<file path="config.mk">
export PLATFORM = sky130hd
export DESIGN_NAME = pgas_top
export DESIGN_NICKNAME = d
export VERILOG_FILES = /design/src/pgas_pkg.sv /design/src/pgas_top.sv
export SDC_FILE = /design/constraint.sdc
export NUM_CORES = 1
export LEC_CHECK = 0
export BUFFER_PORTS_ARGS = -buffer_cell sky130_fd_sc_hd__buf_2
export CORE_ASPECT_RATIO = 0.6
export CORE_MARGIN = 3
export CORE_UTILIZATION = 50
export CTS_CLUSTER_SIZE = 40
export DETAILED_ROUTE_END_ITERATION = 8
export HOLD_SLACK_MARGIN = 0.1
export PLACE_DENSITY = 0.74
export SLEW_MARGIN = 20
export SYNTH_ARGS = -nofsm -noshare
export SYNTH_HDL_FRONTEND = slang
export SYNTH_SLANG_ARGS = --single-unit
</file>
<file path="constraint.sdc">
create_clock -name SYS_CLK -period 3.48 [get_ports SYS_CLK]
set_input_delay 0.522 -clock SYS_CLK [delete_from_list [all_inputs] [get_ports SYS_CLK]]
set_output_delay 0.522 -clock SYS_CLK [all_outputs]
set_load 0.02 [all_outputs]
</file>
<file path="src/pgas_pkg.sv">
// Constants for the power-good aggregation and error status block
//
// Summary of operation
// - Moderate status bit0: ordered thermal shutdown
// - Severe status bit1: supply overvoltage protection
// - Severe status bit0: immediate thermal shutdown
// - Readback bit3: SoC reset pin mismatch
// - Readback bit2: general reset pin mismatch
// - Readback bit1: interrupt pin mismatch
// - Readback bit0: driver-enable pin any mismatch
// - Regulator fields: mask, voltage, voltage plus current
// - Config fields load from nonvolatile memory
// - Bit7 window: undervoltage only, or both
// - Bit6 inverts power-good output polarity
// - Bit5: SoC reset low forces invalid
// - Bit4: general reset low forces invalid
// - Bit3: thermal warning forces invalid
// - Bit2: second monitor participates
// - Bit1: first monitor participates
// - Bit0: supply monitor participates
package pgas_pkg;

    // ************************************************************
    // Register map
    // ************************************************************
    localparam logic [7:0] MODERATE_ERROR_STATUS_OFS = 8'h75;
    localparam logic [7:0] SEVERE_ERROR_STATUS_OFS = 8'h76;
    localparam logic [7:0] PIN_READBACK_ERROR_STATUS_OFS = 8'h77;
    localparam logic [7:0] REGULATOR_GOOD_SOURCE_SELECT_OFS = 8'h78;
    localparam logic [7:0] MISC_GOOD_SOURCE_SELECT_OFS = 8'h7b;
    localparam logic [7:0] EVENT_STATUS_OFS = 8'hf0;
    localparam logic [7:0] EVENT_MASK_OFS = 8'hf1;

    // ************************************************************
    // Reset values
    // ************************************************************
    localparam logic [7:0] REGULATOR_GOOD_SOURCE_SELECT_RST = 8'h00;
    localparam logic [7:0] MISC_GOOD_SOURCE_SELECT_RST = 8'h00;
    localparam logic [7:0] EVENT_MASK_RST = 8'h00;

    // ************************************************************
    // Field positions of the misc select register
    // ************************************************************
    localparam int GOOD_WINDOW_TYPE_BIT = 7;
    localparam int GOOD_OUTPUT_POLARITY_BIT = 6;
    localparam int SOC_RESET_GOOD_SELECT_BIT = 5;
    localparam int GENERAL_RESET_GOOD_SELECT_BIT = 4;
    localparam int THERMAL_WARNING_GOOD_SELECT_BIT = 3;
    localparam int MONITOR2_GOOD_SELECT_BIT = 2;
    localparam int MONITOR1_GOOD_SELECT_BIT = 1;
    localparam int SUPPLY_GOOD_SELECT_BIT = 0;

    // Regulator select field width and codes
    localparam int REGULATOR_SELECT_WIDTH = 2;
    localparam logic [1:0] REGULATOR_SELECT_MASKED = 2'h0;
    localparam logic [1:0] REGULATOR_SELECT_VOLTAGE = 2'h1;

    // ************************************************************
    // Event status bit positions
    // ************************************************************
    localparam int EVENT_ORDERED_SHUTDOWN_BIT = 0;
    localparam int EVENT_IMMEDIATE_SHUTDOWN_BIT = 1;
    localparam int EVENT_SUPPLY_OVERVOLTAGE_BIT = 2;
    localparam int EVENT_READBACK_BIT = 3;
    localparam int EVENT_GOOD_LOST_BIT = 4;
    localparam int EVENT_COUNT = 5;

    // Pin readback latency: drive level is delayed to match the pin synchroniser
    localparam int READBACK_DELAY_CYCLES = 2;

endpackage

</file>
<file path="src/pgas_top.sv">
// Power-good aggregation with error status registers and event interrupt
`timescale 1ns/1ps
`default_nettype none

module pgas_top #(
    parameter int REGULATOR_COUNT = 4
) (
    input wire logic SYS_CLK,
    input wire logic RST_N,
    // Register port
    input wire logic [7:0] REG_ADDR,
    input wire logic [7:0] REG_WDATA,
    input wire logic REG_WR,
    input wire logic REG_RD,
    output logic [7:0] REG_RDATA,
    // Nonvolatile configuration load, same clock domain
    input wire logic NVM_LOAD,
    input wire logic [7:0] NVM_REGULATOR_SELECT,
    input wire logic [7:0] NVM_MISC_SELECT,
    // Analog monitor results, asynchronous
    input wire logic [REGULATOR_COUNT-1:0] REGULATOR_UV,
    input wire logic [REGULATOR_COUNT-1:0] REGULATOR_OV,
    input wire logic [REGULATOR_COUNT-1:0] REGULATOR_ILIM,
    input wire logic MONITOR1_UV,
    input wire logic MONITOR1_OV,
    input wire logic MONITOR2_UV,
    input wire logic MONITOR2_OV,
    input wire logic SUPPLY_UV,
    input wire logic SUPPLY_OV,
    input wire logic THERMAL_WARNING,
    input wire logic ORDERED_SHUTDOWN_TEMP,
    input wire logic IMMEDIATE_SHUTDOWN_TEMP,
    input wire logic SUPPLY_OVP,
    // Pin drive commands from device logic, same clock domain
    input wire logic SOC_RESET_OUTPUT_DRIVE_LOW,
    input wire logic GENERAL_RESET_OUTPUT_DRIVE_LOW,
    input wire logic INTERRUPT_OUTPUT_DRIVE_LOW,
    input wire logic DRIVER_ENABLE_DRIVE,
    // Pin readback levels, asynchronous
    input wire logic SOC_RESET_OUTPUT_PIN,
    input wire logic GENERAL_RESET_OUTPUT_PIN,
    input wire logic INTERRUPT_OUTPUT_PIN,
    input wire logic DRIVER_ENABLE_PIN,
    // Results
    output logic POWER_GOOD_OUTPUT,
    output logic IRQ
);
    import pgas_pkg::*;

    // ************************************************************
    // Input synchronisers
    // ************************************************************
    localparam int ASYNC_WIDTH = 3 * REGULATOR_COUNT + 14;

    logic [ASYNC_WIDTH-1:0] async_in;
    logic [ASYNC_WIDTH-1:0] sync1_reg;
    logic [ASYNC_WIDTH-1:0] sync2_reg;

    assign async_in = {REGULATOR_UV, REGULATOR_OV, REGULATOR_ILIM,
                       MONITOR1_UV, MONITOR1_OV, MONITOR2_UV, MONITOR2_OV,
                       SUPPLY_UV, SUPPLY_OV, THERMAL_WARNING,
                       ORDERED_SHUTDOWN_TEMP, IMMEDIATE_SHUTDOWN_TEMP, SUPPLY_OVP,
                       SOC_RESET_OUTPUT_PIN, GENERAL_RESET_OUTPUT_PIN,
                       INTERRUPT_OUTPUT_PIN, DRIVER_ENABLE_PIN};

    // Two flops; only the second stage is read by logic
    always_ff @(posedge SYS_CLK or negedge RST_N) begin
        if (!RST_N) begin
            sync1_reg <= '0;
            sync2_reg <= '0;
        end else begin
            sync1_reg <= async_in;
            sync2_reg <= sync1_reg;
        end
    end

    logic [REGULATOR_COUNT-1:0] reg_uv;
    logic [REGULATOR_COUNT-1:0] reg_ov;
    logic [REGULATOR_COUNT-1:0] reg_ilim;
    logic mon1_uv;
    logic mon1_ov;
    logic mon2_uv;
    logic mon2_ov;
    logic sup_uv;
    logic sup_ov;
    logic thermal_warn;
    logic ordered_tsd;
    logic immediate_tsd;
    logic supply_ovp;
    logic soc_reset_pin;
    logic general_reset_pin;
    logic interrupt_pin;
    logic driver_enable_pin;

    assign {reg_uv, reg_ov, reg_ilim,
            mon1_uv, mon1_ov, mon2_uv, mon2_ov,
            sup_uv, sup_ov, thermal_warn,
            ordered_tsd, immediate_tsd, supply_ovp,
            soc_reset_pin, general_reset_pin,
            interrupt_pin, driver_enable_pin} = sync2_reg;

    // ************************************************************
    // Configuration registers
    // ************************************************************
    logic [7:0] regulator_good_source_select_reg;
    logic [7:0] misc_good_source_select_reg;
    logic [7:0] event_mask_reg;

    // Software writes and nonvolatile load; a load in the same cycle wins
    always_ff @(posedge SYS_CLK or negedge RST_N) begin
        if (!RST_N) begin
            regulator_good_source_select_reg <= REGULATOR_GOOD_SOURCE_SELECT_RST;
            misc_good_source_select_reg <= MISC_GOOD_SOURCE_SELECT_RST;
        end else if (NVM_LOAD) begin
            regulator_good_source_select_reg <= NVM_REGULATOR_SELECT;
            misc_good_source_select_reg <= NVM_MISC_SELECT;
        end else if (REG_WR) begin
            if (REG_ADDR == REGULATOR_GOOD_SOURCE_SELECT_OFS) begin
                regulator_good_source_select_reg <= REG_WDATA;
            end
            if (REG_ADDR == MISC_GOOD_SOURCE_SELECT_OFS) begin
                misc_good_source_select_reg <= REG_WDATA;
            end
        end
    end

    // Event mask, software only
    always_ff @(posedge SYS_CLK or negedge RST_N) begin
        if (!RST_N) begin
            event_mask_reg <= EVENT_MASK_RST;
        end else if (REG_WR && REG_ADDR == EVENT_MASK_OFS) begin
            event_mask_reg <= REG_WDATA;
        end
    end

    // ************************************************************
    // Source evaluation
    // ************************************************************
    logic window_both;
    logic polarity_low;

    assign window_both = misc_good_source_select_reg[GOOD_WINDOW_TYPE_BIT];
    assign polarity_low = misc_good_source_select_reg[GOOD_OUTPUT_POLARITY_BIT];

    // Voltage fault: overvoltage only counts in window mode
    function automatic logic volt_fault(input logic uv, input logic ov, input logic both);
        volt_fault = uv | (both & ov);
    endfunction

    logic [REGULATOR_COUNT-1:0] regulator_fault;

    genvar gi;
    generate
        for (gi = 0; gi < REGULATOR_COUNT; gi++) begin : g_reg
            logic [1:0] sel;
            assign sel = regulator_good_source_select_reg[
                gi*REGULATOR_SELECT_WIDTH +: REGULATOR_SELECT_WIDTH];
            // Codes above voltage-only also watch the current limit
            assign regulator_fault[gi] = (sel != REGULATOR_SELECT_MASKED) &
                (volt_fault(reg_uv[gi], reg_ov[gi], window_both) |
                 ((sel != REGULATOR_SELECT_VOLTAGE) & reg_ilim[gi]));
        end
    endgenerate

    logic soc_reset_fault;
    logic general_reset_fault;
    logic thermal_fault;
    logic mon2_fault;
    logic mon1_fault;
    logic supply_fault;
    logic good_valid;

    // Each misc source only counts when its select bit is set
    assign soc_reset_fault = misc_good_source_select_reg[SOC_RESET_GOOD_SELECT_BIT]
                             & ~soc_reset_pin;
    assign general_reset_fault = misc_good_source_select_reg[GENERAL_RESET_GOOD_SELECT_BIT]
                                 & ~general_reset_pin;
    assign thermal_fault = misc_good_source_select_reg[THERMAL_WARNING_GOOD_SELECT_BIT]
                           & thermal_warn;
    assign mon2_fault = misc_good_source_select_reg[MONITOR2_GOOD_SELECT_BIT]
                        & volt_fault(mon2_uv, mon2_ov, window_both);
    assign mon1_fault = misc_good_source_select_reg[MONITOR1_GOOD_SELECT_BIT]
                        & volt_fault(mon1_uv, mon1_ov, window_both);
    assign supply_fault = misc_good_source_select_reg[SUPPLY_GOOD_SELECT_BIT]
                          & volt_fault(sup_uv, sup_ov, window_both);

    // All sources masked means valid
    assign good_valid = ~(|regulator_fault | soc_reset_fault | general_reset_fault |
                          thermal_fault | mon2_fault | mon1_fault | supply_fault);

    logic good_valid_reg;
    logic power_good_reg;

    // Registered output with polarity applied; low during reset
    always_ff @(posedge SYS_CLK or negedge RST_N) begin
        if (!RST_N) begin
            good_valid_reg <= 1'b0;
            power_good_reg <= 1'b0;
        end else begin
            good_valid_reg <= good_valid;
            power_good_reg <= good_valid ^ polarity_low;
        end
    end

    assign POWER_GOOD_OUTPUT = power_good_reg;

    // ************************************************************
    // Pin readback checks
    // ************************************************************
    // Drive levels delayed to line up with the synchronised pin levels,
    // so a legitimate edge is never flagged as a mismatch
    logic [3:0] drive_dly_reg [READBACK_DELAY_CYCLES];
    logic [3:0] drive_now;

    assign drive_now = {SOC_RESET_OUTPUT_DRIVE_LOW, GENERAL_RESET_OUTPUT_DRIVE_LOW,
                        INTERRUPT_OUTPUT_DRIVE_LOW, DRIVER_ENABLE_DRIVE};

    always_ff @(posedge SYS_CLK or negedge RST_N) begin
        if (!RST_N) begin
            for (int i = 0; i < READBACK_DELAY_CYCLES; i++) begin
                drive_dly_reg[i] <= 4'h0;
            end
        end else begin
            drive_dly_reg[0] <= drive_now;
            for (int i = 1; i < READBACK_DELAY_CYCLES; i++) begin
                drive_dly_reg[i] <= drive_dly_reg[i-1];
            end
        end
    end

    logic [3:0] drive_seen;
    logic [7:0] pin_readback_error_status;

    assign drive_seen = drive_dly_reg[READBACK_DELAY_CYCLES-1];

    // Open-drain pins only flag a high pin while driven low
    assign pin_readback_error_status = {4'h0,
        drive_seen[3] & soc_reset_pin,
        drive_seen[2] & general_reset_pin,
        drive_seen[1] & interrupt_pin,
        drive_seen[0] ^ driver_enable_pin};

    // ************************************************************
    // Error status views
    // ************************************************************
    logic [7:0] moderate_error_status;
    logic [7:0] severe_error_status;

    assign moderate_error_status = {7'h00, ordered_tsd};
    assign severe_error_status = {6'h00, supply_ovp, immediate_tsd};

    // ************************************************************
    // Event status and interrupt
    // ************************************************************
    logic [EVENT_COUNT-1:0] level_now;
    logic [EVENT_COUNT-1:0] level_prev_reg;
    logic [EVENT_COUNT-1:0] event_rise;
    logic [EVENT_COUNT-1:0] event_status_reg;
    logic event_read;

    assign level_now[EVENT_ORDERED_SHUTDOWN_BIT] = ordered_tsd;
    assign level_now[EVENT_IMMEDIATE_SHUTDOWN_BIT] = immediate_tsd;
    assign level_now[EVENT_SUPPLY_OVERVOLTAGE_BIT] = supply_ovp;
    assign level_now[EVENT_READBACK_BIT] = |pin_readback_error_status;
    assign level_now[EVENT_GOOD_LOST_BIT] = ~good_valid_reg;
    assign event_rise = level_now & ~level_prev_reg;
    assign event_read = REG_RD && REG_ADDR == EVENT_STATUS_OFS;

    // Rising edges of each condition; prev starts at zero so a fault
    // present out of reset is reported once
    always_ff @(posedge SYS_CLK or negedge RST_N) begin
        if (!RST_N) begin
            level_prev_reg <= '0;
        end else begin
            level_prev_reg <= level_now;
        end
    end

    // Sticky bits cleared by read; a new event in the read cycle survives
    always_ff @(posedge SYS_CLK or negedge RST_N) begin
        if (!RST_N) begin
            event_status_reg <= '0;
        end else if (event_read) begin
            event_status_reg <= event_rise;
        end else begin
            event_status_reg <= event_status_reg | event_rise;
        end
    end

    assign IRQ = |(event_status_reg & event_mask_reg[EVENT_COUNT-1:0]);

    // ************************************************************
    // Register read port
    // ************************************************************
    logic [7:0] rdata_next;
    logic [7:0] rdata_reg;

    // Unmapped addresses read zero
    always_comb begin
        case (REG_ADDR)
            MODERATE_ERROR_STATUS_OFS: rdata_next = moderate_error_status;
            SEVERE_ERROR_STATUS_OFS: rdata_next = severe_error_status;
            PIN_READBACK_ERROR_STATUS_OFS: rdata_next = pin_readback_error_status;
            REGULATOR_GOOD_SOURCE_SELECT_OFS: rdata_next = regulator_good_source_select_reg;
            MISC_GOOD_SOURCE_SELECT_OFS: rdata_next = misc_good_source_select_reg;
            EVENT_STATUS_OFS: rdata_next = {{(8-EVENT_COUNT){1'b0}}, event_status_reg};
            EVENT_MASK_OFS: rdata_next = event_mask_reg;
            default: rdata_next = 8'h00;
        endcase
    end

    // Data valid only in the cycle after the read strobe
    always_ff @(posedge SYS_CLK or negedge RST_N) begin
        if (!RST_N) begin
            rdata_reg <= 8'h00;
        end else if (REG_RD) begin
            rdata_reg <= rdata_next;
        end else begin
            rdata_reg <= 8'h00;
        end
    end

    assign REG_RDATA = rdata_reg;

endmodule

`default_nettype wire

</file>
# --- After elaboration in Yosys (flattened, before gate mapping) ---
# Cells that the tools add are included.
word_totals:
  ff_bits: 104
  word_cells: 97
  inputBits: 67
classes:
  n_eq_ne: 11
  bitwise_logic: 51
  reduce_logical: 14
  muxes: 9
op_table:
  columns: ["operator", "count"]
  rows:
  - ["8-bit two-way mux", 7]
  - ["8-bit case mux with 7 select lines", 1]
  - ["8-bit by 7-bit == test with 1-bit output, second input constant", 5]
  - ["1-bit bitwise AND", 24]
  - ["1-bit bitwise OR", 17]
  - ["8-bit == test, second input constant", 2]
  - ["2-bit nonzero test", 7]
  - ["5-bit bitwise AND", 2]
  - ["2-bit by 1-bit != test with 1-bit output, second input constant", 4]
  - ["4-bit OR reduction", 2]
  - ["5-bit two-way mux", 1]
  - ["5-bit inverter", 1]
  - ["5-bit bitwise OR", 1]
  - ["5-bit OR reduction", 1]
  - ["1-bit inverter", 4]
  - ["2-bit AND reduction", 2]
  - ["1-bit logical AND", 2]
  - ["1-bit XOR", 2]

# --- Logic depth before layout (Yosys ltp) ---
# Gate-level depths: netlist of the first run.
depth:
  ltp_word: 13
  mapped_depth: 7
  mapped_depth_nobuf: 5

# --- Worst setup path after synthesis of the first run ---
# OpenSTA, ideal clock, no wires.
synth_path:
  kind: "input -> register"
  from: "input port REG_ADDR[1]"
  to: "register event_mask_reg[0]"
  setup_time_ps: 125
  arrival_time_ps: 1950
  cell_stages: 7
  required_ps: 3355
  slack_ps: 1405
  cell_sequence: "buf_6 > or4b_1 > buf_2 > nor2_4 > and2_4 > nand2_4 > mux2_4"
synth_between:
  elab_chain_cells: 2
synth_lines:
  columns: ["element", "line", "source"]
  rows:
  - ["start, declared", "pgas_top.sv:11", "input wire logic [7:0] REG_ADDR,"]
  - ["8-bit == test", "pgas_top.sv:131", "end else if (REG_WR && REG_ADDR == EVENT_MASK_OFS) begin"]
  - ["1-bit logical AND", "pgas_top.sv:131", null]
  - ["end signal, assigned", "pgas_top.sv:130", "event_mask_reg <= EVENT_MASK_RST;"]
  - ["end signal, assigned", "pgas_top.sv:132", "event_mask_reg <= REG_WDATA;"]
  - ["end, declared", "pgas_top.sv:107", "logic [7:0] event_mask_reg;"]
# Every way passes these cells.
# A chain may end at the register's enable or synchronous reset.

# --- Worst setup path after layout of the first run ---
layout_path:
  from: "input port REG_ADDR[0]"
  to: "register rdata_reg[0], in the netlist REG_RDATA[0]"
layout_between:
  elab_chain_cells: 3
  elab_cells_between_ends: 9
layout_lines:
  columns: ["element", "line", "source"]
  rows:
  - ["8-bit == test or 8-bit by 7-bit == test with 1-bit output (tied branches)", "pgas_top.sv:300", "case (REG_ADDR)"]
  - ["8-bit case mux with 7 select lines (*)", "pgas_top.sv:300", null]
  - ["8-bit two-way mux (*)", "pgas_top.sv:316", "end else if (REG_RD) begin"]
  - ["end signal, assigned", "pgas_top.sv:317", "rdata_reg <= rdata_next;"]
  - ["end, declared", "pgas_top.sv:296", "logic [7:0] rdata_reg;"]
# Mark *: on every way between the ends. The rest lies on a longest branch, timed or not.

==> results of run 1 <==
-- cells in the mapped netlist, drive strengths merged, types with 3 or more instances --
| library cell | n |
|---|---|
| dfrtp | 104 |
| nand2 | 29 |
| a21oi | 24 |
| a31oi | 17 |
| nor2b | 17 |
| nor2 | 15 |
| mux2 | 10 |
| clkbuf | 9 |
| inv | 9 |
| a22oi | 7 |
| o21ai | 6 |
| a222oi | 5 |
| buf | 4 |
| mux2i | 4 |
| a21o | 3 |
| nor4 | 3 |
| o22ai | 3 |
| o2bb2ai | 3 |
-- cells in the final DEF, fill, tap and decap left out, types with 4 or more instances in the layout --
cell type | synthesis | final
clkbuf_16 | 0 | 9
nand2_1 | 28 | 28
mux2i_1 | 4 | 4
o21ai_0 | 6 | 6
dfrtp_1 | 104 | 104
nor2_1 | 14 | 14
a21oi_1 | 24 | 24
buf_2 | 3 | 75
buf_4 | 0 | 4
a222oi_1 | 5 | 5
a31oi_1 | 17 | 17
a22oi_1 | 7 | 7
nor2b_1 | 17 | 17
inv_1 | 9 | 9
mux2_4 | 8 | 8
-- worst max-delay path: stages --
cell	delay, ps
buf_2	210
nor2_1	660
a22oi_1	210
or4_1	430
a31oi_1	180
-- logic make-up (layout without fill, tap and decap cells) --
kind of cell	count (synthesis)	count (layout)	share of synthesized area (%)
compound gates	75	75	12.81
xor+xnor	2	2	0.4609
buf+inv	22	104	2.468
flops	104	104	68.47
mux	14	14	4.806
simple gates	80	80	10.99
-- layer usage --
metal | track usage, % | routed length [um]
met2 | 30.44 | 3644
met3 | 6.923 | 1092
met5 | 0 | 0
met4 | 7.702 | 166
met1 | 31.85 | 3846
-- worst max-delay path by stage --
stage,from,end,cells past startpoint
final,REG_ADDR[0],REG_RDATA[0],5
after detailed placement,REG_ADDR[1],event_mask_reg[0],6
after global placement,REG_ADDR[1],event_mask_reg[3],6
after floorplan,REG_ADDR[1],event_mask_reg[0],7
after CTS,event_status_reg[4],IRQ,3
after global routing,REG_ADDR[7],REG_RDATA[4],5
-- power by group --
part / switching (mW) / internal [mW] / leakage [nW]
combinational: 0.102 / 0.0737 / 0.829
clock: 0.440 / 0.584 / 0.150
sequential: 0.0400 / 1.27 / 1.22
-- cell type report --
class	count	area, sq um
Sequential cell	104	2603
Fill cell	564	2442
Multi-Input combinational cell	171	1105
Timing Repair Buffer	79	405.4
Clock buffer	11	242.7
Tap cell	100	125.1
Clock inverter	5	65.06
Inverter	9	33.78
-- stage by stage --
step	instances	hold slack, ps	worst slack, ps
after floorplan	297	226.4	1405
after global placement	463	334.6	1249
after detailed placement	463	334.7	1222
after CTS	479	244.5	1591
after global routing	479	255.5	1431
final	479	221.0	1526
==> metrics.yaml, run 1 <==
rsz0062_at_grt: "no"
syn_to_final_growth_pct: 20.47
ir_drop_mv: 0.2814
synth_edf_count: 0
clockBufferDepth: 2
root_buffer: "clkbuf_16"
required_ps: 3740
synth_top_area_share_pct: 68.47
die_h_um: 73.54
setup_viol: 0
numCtsBuffers: 9
fmax_mhz: 511.7
port_buffers: 76
ys.flop_type: "dfrtp_1"
skew_ps: 7.582
worstPathMaxFanout: 17
drc: 0
final.setup.tns_ps: 0
die_w_um: 118.6
ys_top_cells_by_area: "dfrtp_1 68%, a21oi_1 3.2%, mux2_4 3.2%, a31oi_1 2.8%, nor2b_1 2.8%"
cts_hold_buf: 0
first_pass_iters: 5
p_leak_nw: 2.202
initialDrtViolationCount: 291
clkTransAtPathRegs_ps: 70
grt_pass1_vias: 2611
start_kind: "input pin"
grt_use_total_pct: 21.64
postCtsSetupRepairBufs: 0
end_kind: "flop"
ff2ff_path_depth: 4
yosysWarningCount: 0
vias: 2661
wl_um: 8749
num_rows: 23
tritoncts: "done"
yosysSeqAreaShare_pct: 68.47
dp_hpwl_um: 6357
period_minus_slack_ps: 1954
avgSynthCellArea_sq_um: 12.80
fin_nets: 441
cts.htree.levels: 3
antenna_found_initial: 0
slew_headroom_pct: 28.06
fin_util_pct: 65.22
hold_viol: 0
synth_cells: 297
async_reset_ff_share_pct: 100.0
worst-r2r-setup-slack_ps: 1860
grt_max_degree: 60
worstReg2RegEnd: "POWER_GOOD_OUTPUT"
cts-resized-gates: 0
synth_nets: 364
clk_latency_ps: 350
cap_violations: 0
status: "finished clean"
worst_slew_pin_slew_ps: 1062
final_area_sq_um: 4579
holdCritPathClass: "in2async"
synth_cell_types: 43
clock_sinks: 104
gp_congestion: 0.9942
via_per_inst: 5.555
slew_viol_final: 0
netlist_area_sq_um: 3801
fin_crit_sh_pct: 56.15
ios: 77
ant_nets: 0
diodes: 0
ys_seq_elements: 104
postPlaceCellArea_sq_um: 4272
pwr_density_cell_nw_per_um2: 548.1
avgRoutedWirePerCell_um: 18.27
grt-ovfl-total: 0
layout-drive-gt1-share_pct: 28.50
finalPower_mw: 2.510
start_util_pct: 54.13
coreArea_sq_um: 7022
die_area_sq_um: 8719
yosys.area.top_type: "dfrtp_1"
worstPathArrival_ps: 2210
path_class: "in2reg"
timing.rr.start: "misc_good_source_select_reg[7]"
grt_pass1_wl_um: 13990
Power figures use the tool's default switching activity.
==> run 2: changes to the inputs <==
- ABC_AREA: default -> 1
- PLACE_DENSITY: 0.74 -> 0.73
- clock period: 3.48 -> 2 ns (I/O delays scaled with it)
==> metrics.yaml, run 2 <==
die_w_um: 123.0
path_buf_inv: 1
avgRoutedWirePerCell_um: 14.55
synth_nets: 466
skew_ps: 10.66
synth_top_area_share_pct: 63.34
gp_congestion: 0.8940
ys.flop_type: "dfrtp_1"
yosysMostFrequentCell: "dfrtp_1"
first_pass_iters: 4
syn_to_final_growth_pct: 26.98
cap_violations: 0
yosysWarningCount: 0
status: "finished clean"
start_kind: "flop"
cts_hold_buf: 31
numCtsBuffers: 9
placed_cells: 577
postCtsSetupRepairBufs: 0
grt_pass1_wl_um: 14920
clkTransAtPathRegs_ps: 70
synth_top_family_by_area: "simple AND/OR/NAND/NOR gates"
grt_use_total_pct: 21.13
worst_slew_pin_slew_ps: 634.3
synth_mux_area_share_pct: 0
worst_path_largest_cell_delay_ps: 430
ios: 77
end_kind: "primary output"
layout_common_cells: "104 x dfrtp_1, 77 x nand2_1, 75 x buf_2"
setup_viol: 0
wl_um: 9080
clockBufferDepth: 2
slew_viol_final: 0
worstPathMaxFanout: 3
synth_xor_area_share_pct: 0.2132
holdCritPathClass: "in2reg"
required_ps: 1700
rsz0062_at_grt: "no"
fin_nets: 582
synth_cells: 399
clk_latency_ps: 350
synth_edf_count: 0
synth_cell_types: 27
cp_slowest_cell: "dfrtp_1"
ir_drop_mv: 0.7249
antenna_found_initial: 0
coreArea_sq_um: 7597
grt_max_degree: 74
fmax_mhz: 546.7
worstPathArrival_ps: 1530
ys_top_cells_by_area: "dfrtp_1 63%, nand2_1 7.0%, inv_1 4.1%, nor2_1 3.7%, nand3_1 2.9%"
root_buffer: "clkbuf_16"
slew_headroom_pct: 57.67
num_rows: 24
netlist_area_sq_um: 4109
final_common_cell: "dfrtp_1"
dp_hpwl_um: 6687
yosys.area.top_type: "dfrtp_1"
cts-resized-gates: 0
synth-simple-area-share_pct: 22.14
final.setup.tns_ps: 0
period_minus_slack_ps: 1829
start_util_pct: 54.08
ys_seq_elements: 104
fin_crit_sh_pct: 91.46
clock_sinks: 104
initialDrtViolationCount: 189
path_class: "reg2out"
netlist_top_cells_count: "104 x dfrtp_1, 77 x nand2_1, 45 x inv_1"
tritoncts: "done"
cp_cell_sequence: "nand2_1, nand2_1, a221oi_1, nand2_1, buf_2"
vias: 3051
final_cells: 624
async_reset_ff_share_pct: 100.0
cts.htree.levels: 3
grt-ovfl-total: 0
drc: 0
hold_viol: 0
die_area_sq_um: 9377
pwr_density_cell_nw_per_um2: 838.8
diodes: 0
via_per_inst: 4.889
crit_top_cell: "nand2_1"
synth_compound_area_share_pct: 8.374
ant_nets: 0
die_h_um: 76.22
synthAdderAreaFrac_pct: 0
avgSynthCellArea_sq_um: 10.30
p_leak_nw: 2.660
yosysSeqAreaShare_pct: 63.34
grt_pass1_vias: 2997
port_buffers: 76
layout-drive-gt1-share_pct: 27.88
critical-path-top-delay-family: "flip-flops"
-- run 2: worst paths after layout --
| kind | from | end | slack [ps] | cells past startpoint |
|---|---|---|---|---|
| min reg2reg | sync1_reg[4] | sync2_reg[4] | 350 | 0 |
| min in group asynchronous | RST_N | sync2_reg[4] | 500 | 3 |
| max | event_mask_reg[1] | IRQ | 170 | 5 |
| min | NVM_MISC_SELECT[6] | misc_good_source_select_reg[6] | 200 | 3 |
| max reg2reg | regulator_good_source_select_reg[3] | POWER_GOOD_OUTPUT | 540 | 7 |
| max in group asynchronous | RST_N | sync2_reg[20] | 1180 | 3 |
-- run 2: metrics by stage --
| step | util [%] | hold WS [ps] | area, sq um | power (mW) | worst slack, ps |
|---|---|---|---|---|---|
| 4_1_cts | 68.68 | 190.2 | 5218 | 4.409 | 219.7 |
| 3_5_place_dp | 60.80 | 334.7 | 4619 | 2.711 | 345.9 |
| 2_1_floorplan | - | 4.409 | 4109 | 2.515 | 814.1 |
| 5_1_grt | 68.68 | 195.9 | 5218 | 4.582 | 57.43 |
| 6_report | 68.68 | 198.3 | 5218 | 4.376 | 170.8 |
| 3_3_place_gp | 60.80 | 332.1 | 4619 | 2.698 | 357.9 |
-- run 2: layout make-up --
| type | count | area [sq um] |
|---|---|---|
| multi-input cells | 238 | 1262 |
| fillers | 593 | 2380 |
| flip-flops and latches | 104 | 2603 |
| repair buffers | 113 | 750.7 |
| well taps | 104 | 130.1 |
| clock inverters | 6 | 48.80 |
| clock buffers | 10 | 239.0 |
| inverters | 49 | 183.9 |
-- run 2: cells by family (layout without fill, tap and decap cells) --
family,count (synthesis),after routing
buffers and inverters,57,178
AND/OR/NAND/NOR,182,182
flip-flops,104,104
AO/OA/AOI/OAI,55,55
XOR/XNOR,1,1
-- run 2: layer usage --
layer | wire length [um] | track usage, % | part of all wire [%] | up-vias
met5 | 0 | 0 | 0 | -
met4 | 85 | 4.972 | 0.94 | 0
met3 | 747 | 5.786 | 8.2 | 8
met2 | 3847 | 29.21 | 42 | 117
met1 | 4400 | 33.05 | 48 | 1440
li1 | - | - | - | 1486
-- run 2: power breakdown --
part	internal [mW]	total [mW]	switching [mW]
Combinational	0.184	0.427	0.243
Sequential	2.22	2.29	0.0745
Clock	0.890	1.65	0.765
-- run 2: worst register-to-register path: cells and delay by family (launching register included) --
kind / cells / cell delay (ps)
and+or+nand+nor: 7 / 900
DFF: 1 / 430
==> run 3: changes to the inputs <==
- CORE_UTILIZATION: 50 -> 55
- PLACE_DENSITY: 0.73 -> 0.79
==> metrics.yaml, run 3 (synthesis results as in run 2) <==
cts.htree.levels: 3
ir_drop_mv: 0.6719
start_kind: "flop"
grt_use_met3_pct: 8.443
final.setup.tns_ps: 0
grt_use_met1_pct: 33.23
top_usage_layer: "met2"
hold_viol: 0
initialDrtViolationCount: 201
layout-drive-gt1-share_pct: 27.18
final_cells: 615
clockBufferDepth: 2
antenna_found_initial: 0
worstPathMaxFanout: 3
rsz0062_at_grt: "no"
ant_nets: 0
wl_um: 9466
cts-resized-gates: 0
num_rows: 23
setup_ws_ps: 235.7
end_kind: "primary output"
gp_congestion: 0.9465
post-place-ws_ps: 277.2
worst_slew_pin_slew_ps: 812.4
fmax_mhz: 566.8
syn_to_final_growth_pct: 25.91
start_util_pct: 59.00
gr-usage-met2_pct: 34.78
drc: 0
setup_viol: 0
cts_hold_buf: 31
root_buffer: "clkbuf_16"
crit_top_cell: "nand2_1"
slew_viol_final: 0
slew_headroom_pct: 45.78
path_class: "reg2out"
period_minus_slack_ps: 1764
final_common_cell: "dfrtp_1"
timing.rr.start: "regulator_good_source_select_reg[3]"
die_area_sq_um: 8578
status: "finished clean"
cp-startpoint: "event_mask_reg[1]"
fin_nets: 578
p_leak_nw: 2.647
vias: 3136
grt_pass1_vias: 3087
nFillCells: 522
required_ps: 1700
grt_use_total_pct: 23.46
diodes: 0
die_w_um: 117.6
min-delay-start: "REG_WDATA[5]"
clkTransAtPathRegs_ps: 70
clock_sinks: 104
holdCritPathClass: "in2reg"
tritoncts: "done"
clk_latency_ps: 340
ios: 77
numCtsBuffers: 9
fin_crit_sh_pct: 88.21
skew_ps: 5.175
avgRoutedWirePerCell_um: 15.39
dp_hpwl_um: 6731
cp_slowest_cell: "dfrtp_1"
cp_cell_sequence: "nand2_1, nand2_1, a221oi_1, nand2_1, buf_2"
first_pass_iters: 5
die_h_um: 72.95
worst_path_largest_cell_delay_ps: 420
grt_pass1_wl_um: 15210
via_per_inst: 5.099
cap_violations: 0
grt_max_degree: 49
placed_cells: 569
port_buffers: 76
pwr_density_cell_nw_per_um2: 839.2
postCtsSetupRepairBufs: 0
layout_common_cells: "104 x dfrtp_1, 77 x nand2_1, 75 x buf_2"
coreArea_sq_um: 6964
worstPathArrival_ps: 1460
grt-ovfl-total: 0
==> run 3: changes by cell type in the layout (fill, tap and decap cells not counted), sizes merged <==
cell and change:
buf -4, clkinv +2, clkinvlp -3
==> run 3: worst max-delay path: cells and delay by family, from the launching register on <==
kind	cells	cell delay, ps
buf+inv	1	180
flops	1	420
simple gates	3	240
compound gates	1	300
==> run 3: power breakdown <==
group	leakage [nW]	internal (mW)	switching (mW)	total (mW)
clock network	0.140	0.883	0.736	1.62
logic	1.28	0.179	0.247	0.426
registers	1.22	2.22	0.0762	2.30
total	2.65	3.28	1.06	4.34
==> run 3: per-layer routing <==
| metal | part of all wire (%) | vias to the layer above |
|---|---|---|
| met5 | 0 | - |
| met4 | 1.2 | 0 |
| met3 | 9.0 | 11 |
| met2 | 43 | 141 |
| met1 | 47 | 1499 |
| li1 | - | 1485 |
==> run 3: path summary, 6_finish.rpt <==
path / slack [ps] / cells after the start / endpoint
max: 240 / 5 / IRQ
min: 200 / 3 / event_mask_reg[5]
max reg2reg: 550 / 7 / POWER_GOOD_OUTPUT
min reg2reg: 350 / 0 / sync2_reg[10]
max in group asynchronous: 910 / 3 / sync2_reg[19]
min in group asynchronous: 420 / 2 / REG_RDATA[1]
==> run 3: final cells by class <==
class                   instances  area (sq um)  share of cell area [%]
clock buffers                  10         239.0                   4.619
clock inverters                 5         40.04                  0.7739
inverters                      49         183.9                   3.555
multi-input cells             238          1262                   24.40
flip-flops and latches        104          2603                   50.30
well taps                     100         125.1                   2.418
repair buffers                109         720.7                   13.93
==> run 3: stage by stage <==
step           instance area, sq um  utilization [%]  hold slack (ps)  power [mW]
2_1_floorplan                  4109                -            4.409       2.515
3_3_place_gp                   4584            65.83            247.0       2.688
3_5_place_dp                   4584            65.83            249.9       2.707
4_1_cts                        5174            74.29            190.5       4.363
5_1_grt                        5174            74.29            217.6       4.511
6_report                       5174            74.29            198.7       4.342
